## src/rtl/pllcl_pkg.sv

```systemverilog
package pllcl_pkg;

    ////////////////////////////////////////////////////////////////////////
    // Field widths and serial frame layout
    localparam int FB_W = 9;
    localparam int OD_W = 2;
    localparam int TS_W = 3;
    localparam int FRAME_W = 14;
    localparam int FRAME_TS_MSB = 13;
    localparam int FRAME_TS_LSB = 11;
    localparam int FRAME_OD_MSB = 10;
    localparam int FRAME_OD_LSB = 9;
    localparam int FRAME_FB_MSB = 8;
    localparam int FRAME_FB_LSB = 0;

    ////////////////////////////////////////////////////////////////////////
    // Register byte offsets
    localparam logic [7:0] CTRL_OFFSET = 8'h00;
    localparam logic [7:0] STATUS_OFFSET = 8'h04;
    localparam logic [7:0] CONFIG_OFFSET = 8'h08;
    localparam logic [7:0] SHIFT_OFFSET = 8'h0c;

    // Control bits and reset values
    localparam int CTRL_LOOP_EN_BIT = 0;
    localparam int CTRL_OUT_EN_BIT = 1;
    localparam logic [1:0] CTRL_RESET = 2'h3;

    // Status bits
    localparam int ST_LOCKED_BIT = 0;
    localparam int ST_TIMEOUT_BIT = 1;
    localparam int ST_IN_RANGE_BIT = 2;
    localparam int ST_PLOAD_BIT = 3;

    ////////////////////////////////////////////////////////////////////////
    // Divider constants
    localparam int REF_PRESCALE = 16;
    localparam logic [3:0] REF_PRESCALE_LAST = 4'hf;
    localparam int VCO_MIN_MHZ = 400;
    localparam int VCO_MAX_MHZ = 800;
    localparam logic [OD_W-1:0] OD_DIV2 = 2'h0;
    localparam logic [OD_W-1:0] OD_DIV4 = 2'h1;
    localparam logic [OD_W-1:0] OD_DIV8 = 2'h2;
    localparam logic [OD_W-1:0] OD_DIV1 = 2'h3;
    localparam logic [FB_W-1:0] FB_RESET = 9'h0c8;
    localparam logic [OD_W-1:0] OD_RESET = 2'h0;
    localparam logic [TS_W-1:0] TS_RESET = 3'h0;
    localparam logic [TS_W-1:0] TS_TEST_CLOCK = 3'h6;

    ////////////////////////////////////////////////////////////////////////
    // Timing
    localparam int CLK_MHZ = 50;
    localparam int LOCK_TIME_MS = 10;
    localparam int LOCK_CYC = LOCK_TIME_MS * 1000 * CLK_MHZ * 1000 / 1000;
    localparam logic [3:0] LOCK_MATCHES = 4'h4;

endpackage : pllcl_pkg

```

## src/rtl/pllcl_top.sv

```systemverilog
// Overview of operation
// - Reference input is divided by sixteen to form the comparison window.
// - Loop trims oscillator until its ticks per window equal feedback divide; code aims at feedback divide shifted right by FB_SHIFT.
// - Feedback values outside the 400..800 MHz oscillator range never lock.
// - Output divider selects ratio 1, 2, 4 or 8.
// - Output toggles every ratio ticks, giving 50 percent duty.
// - Parallel inputs captured on rising edge of parallel load strobe.
// - Parallel path wins over serial path.
// - Serial shift register is exactly fourteen bits.
// - Each serial clock rising edge shifts in one data bit.
// - Serial load falling edge transfers frame while parallel strobe high.
// - Test output shows node chosen by three-bit test select.
// - Feedback field is unsigned binary, weights 256 down to 1.
// - Lock is reached, or timeout flagged, within 10 ms of new config.
// - Output select: 00 div2, 01 div4, 10 div8, 11 div1.
// - Frame order: test, output, feedback fields, each msb first.
// - Parallel strobe low makes input latches transparent.
// - Parallel strobe low forces test select to zero.
//
// Our own choices: the AHB-Lite interface to the registers and the register addresses.
`timescale 1ns/1ns
`default_nettype none

module pllcl_top
    import pllcl_pkg::*;
#(
    parameter int REF_MHZ = 16,
    parameter int FB_SHIFT = 2,
    parameter int ACC_W = 16,
    parameter logic [15:0] FW_INIT = 16'h4000,
    parameter logic [15:0] FW_STEP = 16'h0040,
    parameter int LOCK_CYCLES = LOCK_CYC
)
(
    // Clock and reset
    input wire logic hclk,
    input wire logic hresetn,
    // AHB-Lite slave
    input wire logic hsel,
    input wire logic [31:0] haddr,
    input wire logic [1:0] htrans,
    input wire logic hwrite,
    input wire logic [2:0] hsize,
    input wire logic [31:0] hwdata,
    input wire logic hready,
    output logic [31:0] hrdata,
    output logic hreadyout,
    output logic hresp,
    // Parallel configuration pins
    input wire logic p_load_n,
    input wire logic [FB_W-1:0] fb_div_in,
    input wire logic [OD_W-1:0] out_div_in,
    // Serial configuration pins
    input wire logic s_clock,
    input wire logic s_data,
    input wire logic s_load,
    // Reference and outputs
    input wire logic external_reference_in,
    output logic synth_output,
    output logic test_output
);

    // Oscillator model is built for a 16-bit accumulator only
    if (ACC_W != 16 || FB_SHIFT < 0 || FB_SHIFT > 4 || REF_MHZ < 1 || LOCK_CYCLES < 1)
    begin : g_bad_params
        $error("pllcl_top: unsupported parameter values");
    end

    ////////////////////////////////////////////////////////////////////////
    // Pin synchronisers, two flops per pin
    localparam int PIN_W = 5 + FB_W + OD_W;
    // Strobe idles high in reset, so reset alone never loads zero pins
    localparam logic [PIN_W-1:0] PIN_IDLE = {1'b1, {(PIN_W-1){1'b0}}};
    logic [PIN_W-1:0] pin_raw;
    logic [PIN_W-1:0] pin_meta;
    logic [PIN_W-1:0] pin_sync;
    assign pin_raw = {p_load_n, s_clock, s_data, s_load, external_reference_in,
                      fb_div_in, out_div_in};

    genvar gi;
    generate
        for (gi = 0; gi < PIN_W; gi++)
        begin : g_sync
            always_ff @(posedge hclk or negedge hresetn)
            begin
                if (!hresetn)
                begin
                    pin_meta[gi] <= PIN_IDLE[gi];
                    pin_sync[gi] <= PIN_IDLE[gi];
                end
                else
                begin
                    pin_meta[gi] <= pin_raw[gi];
                    pin_sync[gi] <= pin_meta[gi];
                end
            end
        end
    endgenerate

    wire p_load_n_s = pin_sync[PIN_W-1];
    wire s_clock_s = pin_sync[PIN_W-2];
    wire s_data_s = pin_sync[PIN_W-3];
    wire s_load_s = pin_sync[PIN_W-4];
    wire ref_s = pin_sync[PIN_W-5];
    wire [FB_W-1:0] fb_pin_s = pin_sync[OD_W +: FB_W];
    wire [OD_W-1:0] od_pin_s = pin_sync[OD_W-1:0];

    // Previous levels for edge detection
    logic s_clock_d;
    logic s_load_d;
    logic ref_d;
    always_ff @(posedge hclk or negedge hresetn)
    begin
        if (!hresetn)
        begin
            s_clock_d <= 1'b0;
            s_load_d <= 1'b0;
            ref_d <= 1'b0;
        end
        else
        begin
            s_clock_d <= s_clock_s;
            s_load_d <= s_load_s;
            ref_d <= ref_s;
        end
    end
    wire s_clock_rise = s_clock_s & ~s_clock_d;
    wire s_load_fall = ~s_load_s & s_load_d;
    wire ref_rise = ref_s & ~ref_d;

    ////////////////////////////////////////////////////////////////////////
    // Serial shift register and configuration latches
    logic [FRAME_W-1:0] shift_reg;
    logic [FB_W-1:0] cfg_fb;
    logic [OD_W-1:0] cfg_od;
    logic [TS_W-1:0] cfg_ts;

    // Msb of each field arrives first and ends highest
    wire [FRAME_W-1:0] next_shift_reg = {shift_reg[FRAME_W-2:0], s_data_s};
    // Parallel strobe low keeps serial transfers out
    wire serial_apply = s_load_fall & p_load_n_s;
    wire par_apply = ~p_load_n_s;

    always_ff @(posedge hclk or negedge hresetn)
    begin
        if (!hresetn)
            shift_reg <= '0;
        else if (s_clock_rise)
            shift_reg <= next_shift_reg;
    end

    always_ff @(posedge hclk or negedge hresetn)
    begin
        if (!hresetn)
        begin
            cfg_fb <= FB_RESET;
            cfg_od <= OD_RESET;
            cfg_ts <= TS_RESET;
        end
        else if (par_apply)
        begin
            // Transparent while low, value frozen at the rising edge
            cfg_fb <= fb_pin_s;
            cfg_od <= od_pin_s;
            cfg_ts <= TS_RESET;
        end
        else if (serial_apply)
        begin
            cfg_fb <= shift_reg[FRAME_FB_MSB:FRAME_FB_LSB];
            cfg_od <= shift_reg[FRAME_OD_MSB:FRAME_OD_LSB];
            cfg_ts <= shift_reg[FRAME_TS_MSB:FRAME_TS_LSB];
        end
    end

    // Any change of divide values restarts acquisition
    logic [FB_W+OD_W-1:0] cfg_prev;
    always_ff @(posedge hclk or negedge hresetn)
    begin
        if (!hresetn)
            cfg_prev <= {FB_RESET, OD_RESET};
        else
            cfg_prev <= {cfg_fb, cfg_od};
    end
    wire cfg_changed = cfg_prev != {cfg_fb, cfg_od};

    ////////////////////////////////////////////////////////////////////////
    // Control register
    logic [1:0] ctrl;
    wire loop_en = ctrl[CTRL_LOOP_EN_BIT];
    wire out_en = ctrl[CTRL_OUT_EN_BIT];

    ////////////////////////////////////////////////////////////////////////
    // Reference prescaler
    logic [3:0] ref_cnt;
    logic ref_div;
    wire window_end = ref_rise & (ref_cnt == REF_PRESCALE_LAST);
    always_ff @(posedge hclk or negedge hresetn)
    begin
        if (!hresetn)
        begin
            ref_cnt <= 4'h0;
            ref_div <= 1'b0;
        end
        else if (ref_rise)
        begin
            ref_cnt <= ref_cnt + 4'h1;
            if (ref_cnt[2:0] == 3'h7)
                ref_div <= ~ref_div;
        end
    end

    ////////////////////////////////////////////////////////////////////////
    // Oscillator model: phase accumulator, carry is one oscillator tick
    logic [ACC_W-1:0] phase;
    logic [15:0] freq_word;
    logic vco_clk;
    wire [ACC_W:0] phase_sum = {1'b0, phase} + {1'b0, freq_word};
    wire vco_tick = phase_sum[ACC_W];
    always_ff @(posedge hclk or negedge hresetn)
    begin
        if (!hresetn)
        begin
            phase <= '0;
            vco_clk <= 1'b0;
        end
        else
        begin
            phase <= phase_sum[ACC_W-1:0];
            if (vco_tick)
                vco_clk <= ~vco_clk;
        end
    end

    ////////////////////////////////////////////////////////////////////////
    // Frequency loop
    // Oscillator range in feedback units; scaled to fit the model's tick rate
    localparam int FB_MIN = VCO_MIN_MHZ * REF_PRESCALE / (2 * REF_MHZ);
    localparam int FB_MAX = VCO_MAX_MHZ * REF_PRESCALE / (2 * REF_MHZ);
    wire [9:0] fb_min_w = 10'(FB_MIN);
    wire [9:0] fb_max_w = 10'(FB_MAX);
    wire in_range = ({1'b0, cfg_fb} >= fb_min_w) && ({1'b0, cfg_fb} <= fb_max_w);
    wire [9:0] target = 10'({1'b0, cfg_fb} >> FB_SHIFT);

    logic [9:0] tick_cnt;
    logic [3:0] match_cnt;
    logic locked;
    wire count_low = tick_cnt < target;
    wire count_high = tick_cnt > target;
    // Counts dither by one tick per window, so lock accepts one either side
    wire [10:0] tick_ext = {1'b0, tick_cnt};
    wire [10:0] target_ext = {1'b0, target};
    wire off_lock = (tick_ext + 11'h001 < target_ext) || (tick_ext > target_ext + 11'h001);
    wire [16:0] fw_up = {1'b0, freq_word} + {1'b0, FW_STEP};
    wire [15:0] next_fw_up = fw_up[16] ? 16'hffff : fw_up[15:0];
    wire [15:0] next_fw_dn = (freq_word > FW_STEP) ? freq_word - FW_STEP : FW_STEP;

    always_ff @(posedge hclk or negedge hresetn)
    begin
        if (!hresetn)
            tick_cnt <= 10'h000;
        else if (window_end)
            tick_cnt <= 10'(vco_tick);
        else if (vco_tick && tick_cnt != 10'h3ff)
            tick_cnt <= tick_cnt + 10'h001;
    end

    always_ff @(posedge hclk or negedge hresetn)
    begin
        if (!hresetn)
            freq_word <= FW_INIT;
        else if (window_end && loop_en && count_low)
            freq_word <= next_fw_up;
        else if (window_end && loop_en && count_high)
            freq_word <= next_fw_dn;
    end

    always_ff @(posedge hclk or negedge hresetn)
    begin
        if (!hresetn)
        begin
            match_cnt <= 4'h0;
            locked <= 1'b0;
        end
        else if (cfg_changed || !in_range || !loop_en)
        begin
            match_cnt <= 4'h0;
            locked <= 1'b0;
        end
        else if (window_end)
        begin
            if (off_lock)
            begin
                match_cnt <= 4'h0;
                locked <= 1'b0;
            end
            else if (match_cnt != LOCK_MATCHES)
                match_cnt <= match_cnt + 4'h1;
            else
                locked <= 1'b1;
        end
    end

    // Lock timer: flags a missed lock at the limit
    logic [31:0] lock_timer;
    logic lock_timeout;
    always_ff @(posedge hclk or negedge hresetn)
    begin
        if (!hresetn)
        begin
            lock_timer <= 32'h0;
            lock_timeout <= 1'b0;
        end
        else if (cfg_changed || locked)
        begin
            lock_timer <= 32'h0;
            lock_timeout <= 1'b0;
        end
        else if (lock_timer == 32'(LOCK_CYCLES - 1))
            lock_timeout <= 1'b1;
        else
            lock_timer <= lock_timer + 32'h1;
    end

    ////////////////////////////////////////////////////////////////////////
    // Output divider
    logic [2:0] od_cnt;
    wire [2:0] od_last = (cfg_od == OD_DIV1) ? 3'h0 :
                         (cfg_od == OD_DIV2) ? 3'h1 :
                         (cfg_od == OD_DIV4) ? 3'h3 : 3'h7;
    wire od_wrap = vco_tick && (od_cnt >= od_last);
    always_ff @(posedge hclk or negedge hresetn)
    begin
        if (!hresetn)
        begin
            od_cnt <= 3'h0;
            synth_output <= 1'b0;
        end
        else if (!out_en)
        begin
            od_cnt <= 3'h0;
            synth_output <= 1'b0;
        end
        else if (od_wrap)
        begin
            od_cnt <= 3'h0;
            // Equal tick counts high and low keep the duty at half
            synth_output <= ~synth_output;
        end
        else if (vco_tick)
            od_cnt <= od_cnt + 3'h1;
    end

    ////////////////////////////////////////////////////////////////////////
    // Test observation; select zero keeps the pin static
    logic test_sel;
    always_comb
    begin
        unique case (cfg_ts)
            3'h0: test_sel = 1'b0;
            3'h1: test_sel = vco_clk;
            3'h2: test_sel = ref_div;
            3'h3: test_sel = tick_cnt[0];
            3'h4: test_sel = locked;
            3'h5: test_sel = shift_reg[FRAME_W-1];
            3'h6: test_sel = s_clock_s;
            3'h7: test_sel = synth_output;
        endcase
    end
    always_ff @(posedge hclk or negedge hresetn)
    begin
        if (!hresetn)
            test_output <= 1'b0;
        else
            test_output <= test_sel;
    end

    ////////////////////////////////////////////////////////////////////////
    // AHB-Lite slave, zero wait states, always OKAY
    logic dp_write;
    logic [7:0] dp_addr;
    wire ap_valid = hsel & htrans[1] & hready;
    wire [7:0] ap_addr = {haddr[7:2], 2'h0};
    wire ap_mapped = (haddr[31:8] == 24'h0);
    // Timeout hides once lock is in, closing the one-cycle overlap
    wire timeout_shown = lock_timeout & ~locked;
    wire [31:0] status_word = {28'h0, p_load_n_s, in_range, timeout_shown, locked};
    wire [31:0] config_word = {16'h0, cfg_ts, 1'b0, cfg_od, 1'b0, cfg_fb};
    wire [31:0] read_mux =
        !ap_mapped ? 32'h0 :
        (ap_addr == CTRL_OFFSET) ? {30'h0, ctrl} :
        (ap_addr == STATUS_OFFSET) ? status_word :
        (ap_addr == CONFIG_OFFSET) ? config_word :
        (ap_addr == SHIFT_OFFSET) ? {18'h0, shift_reg} : 32'h0;

    always_ff @(posedge hclk or negedge hresetn)
    begin
        if (!hresetn)
        begin
            dp_write <= 1'b0;
            dp_addr <= 8'h00;
            hrdata <= 32'h0;
            hreadyout <= 1'b0;
            hresp <= 1'b0;
        end
        else
        begin
            dp_write <= ap_valid & hwrite & ap_mapped;
            dp_addr <= ap_addr;
            hreadyout <= 1'b1;
            hresp <= 1'b0;
            if (ap_valid && !hwrite)
                hrdata <= read_mux;
        end
    end

    always_ff @(posedge hclk or negedge hresetn)
    begin
        if (!hresetn)
            ctrl <= CTRL_RESET;
        else if (dp_write && dp_addr == CTRL_OFFSET)
            ctrl <= hwdata[1:0];
    end

endmodule : pllcl_top

`default_nettype wire

```

## config.mk

```make
export PLATFORM = sky130hd
export DESIGN_NAME = pllcl_top
export DESIGN_NICKNAME = d
export VERILOG_FILES = /design/src/rtl/pllcl_pkg.sv /design/src/rtl/pllcl_top.sv
export SDC_FILE = /design/constraint.sdc
export NUM_CORES = 1
export LEC_CHECK = 0
export BUFFER_PORTS_ARGS = -buffer_cell sky130_fd_sc_hd__buf_2
export CAP_MARGIN = 20
export CORE_MARGIN = 2
export CORE_UTILIZATION = 60
export CTS_BUF_LIST = sky130_fd_sc_hd__clkbuf_4 sky130_fd_sc_hd__clkbuf_8
export CTS_CLUSTER_SIZE = 8
export DETAILED_ROUTE_END_ITERATION = 16
export GPL_ROUTABILITY_DRIVEN = 0
export PLACE_DENSITY = 0.9
export SLEW_MARGIN = 20
export SYNTH_ARGS = -nofsm -noshare
export SYNTH_HDL_FRONTEND = slang
export SYNTH_SLANG_ARGS = --single-unit
```

## constraint.sdc

```tcl
create_clock -name hclk -period 6 [get_ports hclk]
set_clock_uncertainty 0.1 [all_clocks]
set_input_delay 1.2 -clock hclk [delete_from_list [all_inputs] [get_ports hclk]]
set_output_delay 1.2 -clock hclk [all_outputs]
set_load 0.02 [all_outputs]
```

After elaboration in Yosys (flattened, before gate mapping)
Index checks and enable logic that the tools add are counted.

cells by class
  add/subtract/negate cells = 10
  magnitude comparators = 8
  equality and inequality tests = 23
  muxes and demuxes = 38
  bitwise gates (word level) = 17
  reduce and logical (&&, ||, !) cells = 28

operators by type and width
  operator                                                                           count
  16-bit 2-to-1 mux                                                                  8
  32-bit 2-to-1 mux                                                                  2
  32-bit by 1-bit adder with 32-bit output (second input constant)                   1
  32-bit by 19-bit == test with 1-bit output (second input constant)                 1
  24-bit zero test                                                                   1
  3-bit 2-to-1 mux                                                                   8
  10-bit 2-to-1 mux                                                                  2
  9-bit 2-to-1 mux                                                                   2
  16-bit by 16-bit adder with 17-bit output                                          1
  16-bit by 7-bit adder with 17-bit output (second input constant)                   1
  16-bit by 7-bit greater-than comparator with 1-bit output (second input constant)  1
  8-bit zero test                                                                    2
  4-bit 2-to-1 mux                                                                   4
  16-bit by 7-bit subtractor with 16-bit output (second input constant)              1
  3-bit == test (second input constant)                                              5
  14-bit 2-to-1 mux                                                                  1
  6-bit by 2-bit == test with 1-bit output (second input constant)                   2
  10-bit by 1-bit adder with 11-bit output (second input constant)                   1
  11-bit by 7-bit less-than comparator with 1-bit output                             1
  11-bit inequality test                                                             1
  10-bit by 1-bit adder with 10-bit output (second input constant)                   1
  1-bit AND                                                                          10
  10-bit by 7-bit greater-than comparator with 1-bit output                          1
  10-bit by 8-bit greater-than comparator with 1-bit output                          1
  other kinds (31)                                                                   65

storage, ports and cells
  register bits after elaboration = 207
  output and inout bits = 36
  logic and storage cells = 182

Longest topological paths before layout
  depth after elaboration = 8
  gate-level depth with buffers = 12
  mapped depth without buffers = 11

Worst setup path before layout
OpenSTA, ideal clock, no wires.

  kind = register to register
  start point = register cfg_fb[6]
  end point = register freq_word[8]
  library setup time = 126 ps
  data arrival time = 2,898 ps
  path slack = 2,876 ps
  stages on the path, launching flop included = 12
  buffers on the path = 3
  path through = dfstp_2 -> clkbuf_1 -> inv_1 -> ha_1 -> a21o_1 -> a21o_1 -> a2111o_1 -> buf_2 -> or2_0 -> clkbuf_1 -> a31o_1 -> o32a_1

between the ends
  longest elaborated chain between the ends = 3
  elaborated cells between the ends (all ways) = 6
  classes of those cells = order compare (2); mux (1); reduce/logical (3)

RTL lines
  element                                                                                                                              RTL line                            source
  from (decl)                                                                                                                          pllcl_top.sv:134                    logic [FB_W-1:0] cfg_fb;
  from (signal assigned)                                                                                                               pllcl_top.sv:163                    cfg_fb <= fb_pin_s;
  from (signal assigned)                                                                                                               pllcl_top.sv:169                    cfg_fb <= shift_reg[FRAME_FB_MSB:FRAME_FB_LSB];
  10-bit by 7-bit less-than comparator with 1-bit output or 10-bit by 7-bit greater-than comparator with 1-bit output (tied branches)  pllcl_top.sv:247, pllcl_top.sv:248
  1-bit logical AND (on tied branches)                                                                                                 pllcl_top.sv:271, pllcl_top.sv:273
  16-bit 2-to-1 mux or 2-bit nonzero test (tied branches)                                                                              --
  to (signal assigned)                                                                                                                 pllcl_top.sv:272                    freq_word <= next_fw_up;
  to (signal assigned)                                                                                                                 pllcl_top.sv:274                    freq_word <= next_fw_dn;
  to (decl)                                                                                                                            pllcl_top.sv:215                    logic [15:0] freq_word;

Parallel ways exist; a longest one is shown, timed or not.
A chain may end at the register's enable or synchronous reset.

Final worst setup path
  start point = register cfg_fb[3]
  end point = register match_cnt[0]

between the ends
  longest elaborated chain between the ends = 7
  elaborated cells between the ends (all ways) = 17
  classes of those cells = add/sub (1); order compare (4); eq/ne (1); mux (3); reduce/logical (8)

RTL lines
  element                                                                                                            RTL line          source
  parallel branches: the longest is 7 deep, another holds 10-bit by 8-bit greater-than comparator with 1-bit output  --
  to (signal assigned)                                                                                               pllcl_top.sv:297  match_cnt <= match_cnt + 4'h1;
  to (decl)                                                                                                          pllcl_top.sv:245  logic [3:0] match_cnt;

Several ways; the timed one is not identified. The select of a mux whose other input is x is not followed.

==> impl_metrics.csv <==
group,metric,value,unit
global_route,grt_pass1_wl,33880,um
power,p_leak,4.786,nW
sta,post-route-period-util,0.5827,
worst_setup_path,critPathTopFamily,"compound AO/OA/AOI/OAI gates",
worst_setup_path,crit_path_start_kind,"flop",
yosys,postSynth.asyncResetShare,1.000,
worst_setup_path,cp.depth,11,
clock_tree,clk_path_buf_depth,2,
yosys,synth-edff-count,0,
clock_tree,worstSkewPairLatency,0.49,ns
yosys,avgSynthCellArea,10.32,um2
global_route,antenna_found_initial,0,
drt,viasPerCell,5.980,
drt,drtIter0Drc,477,
power,power_frac_seq,0.469,
drt,drc,0,
yosys,synth_area,0.009683,mm2
min_path,hold_class,"reg2reg",
sta,hold_violations,0,
status,status,"finished, final reports clean",
floorplanning,rows,46,
floorplanning,pin_count,126,
cells_and_area,fillCellCount,1139,
drt,vias,7350,
yosys,seq_area_frac_synth,0.4821,
cells_and_area,drive_gt1_frac,0.1461,
clock_tree,clkTransAtPathRegs,0.10,ns
cells_and_area,area_growth,9.484,%
cells_and_area,antenna_cells,0,
cells_and_area,multi_input_area,0.004716,mm2
floorplanning,die_x,131.0,um
yosys,synth_most_common_cell,"dfrtp_1",
yosys,synthTopCellsByCount,"dfrtp_1, nor2_1, nand2_1",
worst_setup_path,slowest_delay,0.63,ns
yosys,syn_inst,938,
sta,max_clock_freq,286.0,MHz
drt,wl_met1,8862,um
sta,rsz0062_at_grt,"no",
yosys,yosys_register_bits,186,
drt,wl,20660,um
worst_setup_path,worstPathRequired,6.31,ns
clock_tree,cts-root-buf,"clkbuf_8",
clock_tree,cts_setup_buffers,0,
yosys,synth_top_area_frac,0.4523,
drt,met2_wirelength,10060,um
yosys,synthDominantAreaCellType,"dfrtp_1",
clock_tree,tritoncts.num_buffers,17,
floorplanning,core,0.01583,mm2
sta,setup_tns,0,ns
cells_and_area,largest_reg_flops,32,
worst_setup_path,crit_chain,"inv_1, nor4_1, nand2_1, xnor2_1, ha_1, nand3_1, o32a_1, o32a_1, a211oi_1, nand3_1, a21oi_1",
worst_setup_path,arrival,3.81,ns
global_route,grt_remaining_overflow,0,
global_route,grtUsageTotal,0.2526,
drt,wl_met3,1271,um
drt,top_layer,"met4",
placed_design,place_inst,1197,
sta,setup_viol,0,
worst_setup_path,path_max_fanout,8,
worst_setup_path,cp_slowest_cell,"dfstp_2",
global_route,grt_pass1_vias,7153,
yosys,synth_warnings,0,
power,combPwrFrac,0.269,
floorplanning,start_util,0.6118,
global_route,grt_max_degree,89,
worst_setup_path,critPathCaptureType,"flop",
clock_tree,clkSinkCount,186,
clock_tree,ctsResizeCount,0,
floorplanning,die-area,0.01717,mm2
worst_setup_path,worstSetupPathType,"reg2reg",
yosys,yosysUniqueCellTypes,70,
sta,worst_pin_slew,0.9085,ns
sta,relSlewSlack,0.3877,
placed_design,port_buffers,72,
worst_setup_path,crit_buf_inv,1,
floorplanning,die_h,131.0,um
clock_tree,hold_buffers,0,
clock_tree,cts_tree,"done",
placed_design,dp_hpwl,14370,um
drt,detail-route-antenna-nets,0,
sta,slew_violations,0,
cells_and_area,final_cell_count_no_fill,1229,
clock_tree,htreeDepth,4,
power,netSwitchingPower,0.001206,W
power,p_clk_frac,0.262,
job,cap_violations,0,
power,p_int,0.002227,W
power,switching_share,0.3514,
drt,drt_pre_antenna_iters,7,
yosys,synth_ff_type,"dfrtp_1",
power,powerDensity,323.8,mW/mm2
cells_and_area,regArea,0.004668,mm2
yosys,yosys-top-cells-area,"dfrtp_1, ha_1, xnor2_1, nor2_1, dfstp_2",
power,ir_drop,164.6,uV
drt,wl_per_cell,16.81,um
cells_and_area,largest_register,"lock_timer",
min_path,holdPathStages,0,
worst_setup_path,rr_worst_depth,11,
sta,min_period,3.496,ns
cells_and_area,fin_nets,1146,
worst reg2reg max path: stages, from the launching register on:
cell	delay, ns
dfstp_2	0.63
inv_1	0.13
nor4_1	0.48
nand2_1	0.13
xnor2_1	0.15
ha_1	0.30
nand3_1	0.12
o32a_1	0.37
o32a_1	0.34
a211oi_1	0.34
nand3_1	0.14
a21oi_1	0.18
logic make-up after synthesis:
kind of cell             after synthesis  share of synthesized area
AND/OR/NAND/NOR                      307                     0.1556
multiplexers                          48                    0.05608
AO/OA/AOI/OAI                        188                     0.1293
XOR/XNOR                              72                    0.06513
flip-flops                           186                     0.4821
adder cells (fa/ha/maj)               56                    0.07314
other                                  2                  0.0007756
buffers and inverters                 79                    0.03786
power by group through the flow:
stage / Sequential, W / Combinational [W] / Clock [W]
4_1_cts: 0.00160 / 0.000919 / 0.000911
5_1_grt: 0.00163 / 0.00104 / 0.000962
3_5_place_dp: 0.00162 / 0.000907 / 0
2_1_floorplan: 0.00155 / 0.000738 / 0
3_3_place_gp: 0.00161 / 0.000860 / 0
6_report: 0.00161 / 0.000924 / 0.000901
worst paths after layout:
check / from / endpoint / slack [ns]
setup reg to reg: cfg_fb[3] / match_cnt[0] / 2.50
hold / removal: pin_meta[0] / od_pin_s[0] / 0.25
max in group asynchronous: hresetn / tick_cnt[6] / 4.03
min in group asynchronous: hresetn / hreadyout / 0.64
hold reg to reg: pin_meta[0] / od_pin_s[0] / 0.25
setup / recovery: cfg_fb[3] / match_cnt[0] / 2.50
per-stage QoR:
stage | cell area, um2 | total power (W) | hold WS (ns) | setup WS [ns] | utilization
3_3_place_gp | 10170 | 0.002471 | 0.2319 | 2.274 | 0.6425
6_report | 10600 | 0.003433 | 0.2542 | 2.504 | 0.6698
4_1_cts | 10600 | 0.003431 | 0.2582 | 2.573 | 0.6698
2_1_floorplan | 9743 | 0.002284 | 0.2312 | 2.876 | -
3_5_place_dp | 10170 | 0.002531 | 0.2355 | 2.242 | 0.6425
5_1_grt | 10600 | 0.003627 | 0.2619 | 2.233 | 0.6698
final cells by class:
type | instances | area share
Clock inverter | 15 | 0.01865
Multi-Input combinational cell | 689 | 0.4448
Sequential cell | 186 | 0.4403
Timing Repair Buffer | 77 | 0.03836
Clock buffer | 17 | 0.02207
Inverter | 29 | 0.01027
Tap cell | 216 | 0.02549
layout by cell type (no fill, tap or decap), types with 16 or more instances in the layout:
cell	instances
dfrtp_1	175
nor2_1	87
buf_2	71
nand2_1	70
a21oi_1	56
ha_1	55
xnor2_1	46
nand3_1	33
inv_1	29
xor2_1	26
mux2i_1	25
nand4_1	24
o21ai_0	22
mux2_2	20
conb_1	18
clkbuf_8	18
nor4_1	16
nor3_1	16
layer usage:
metal / GRT usage / up-vias
met5: 0 / -
met4: 0.1008 / 0
li1: - / 3467
met2: 0.4240 / 262
met3: 0.04764 / 46
met1: 0.3256 / 3575
Note: power is estimated with default switching activity, not from simulation.
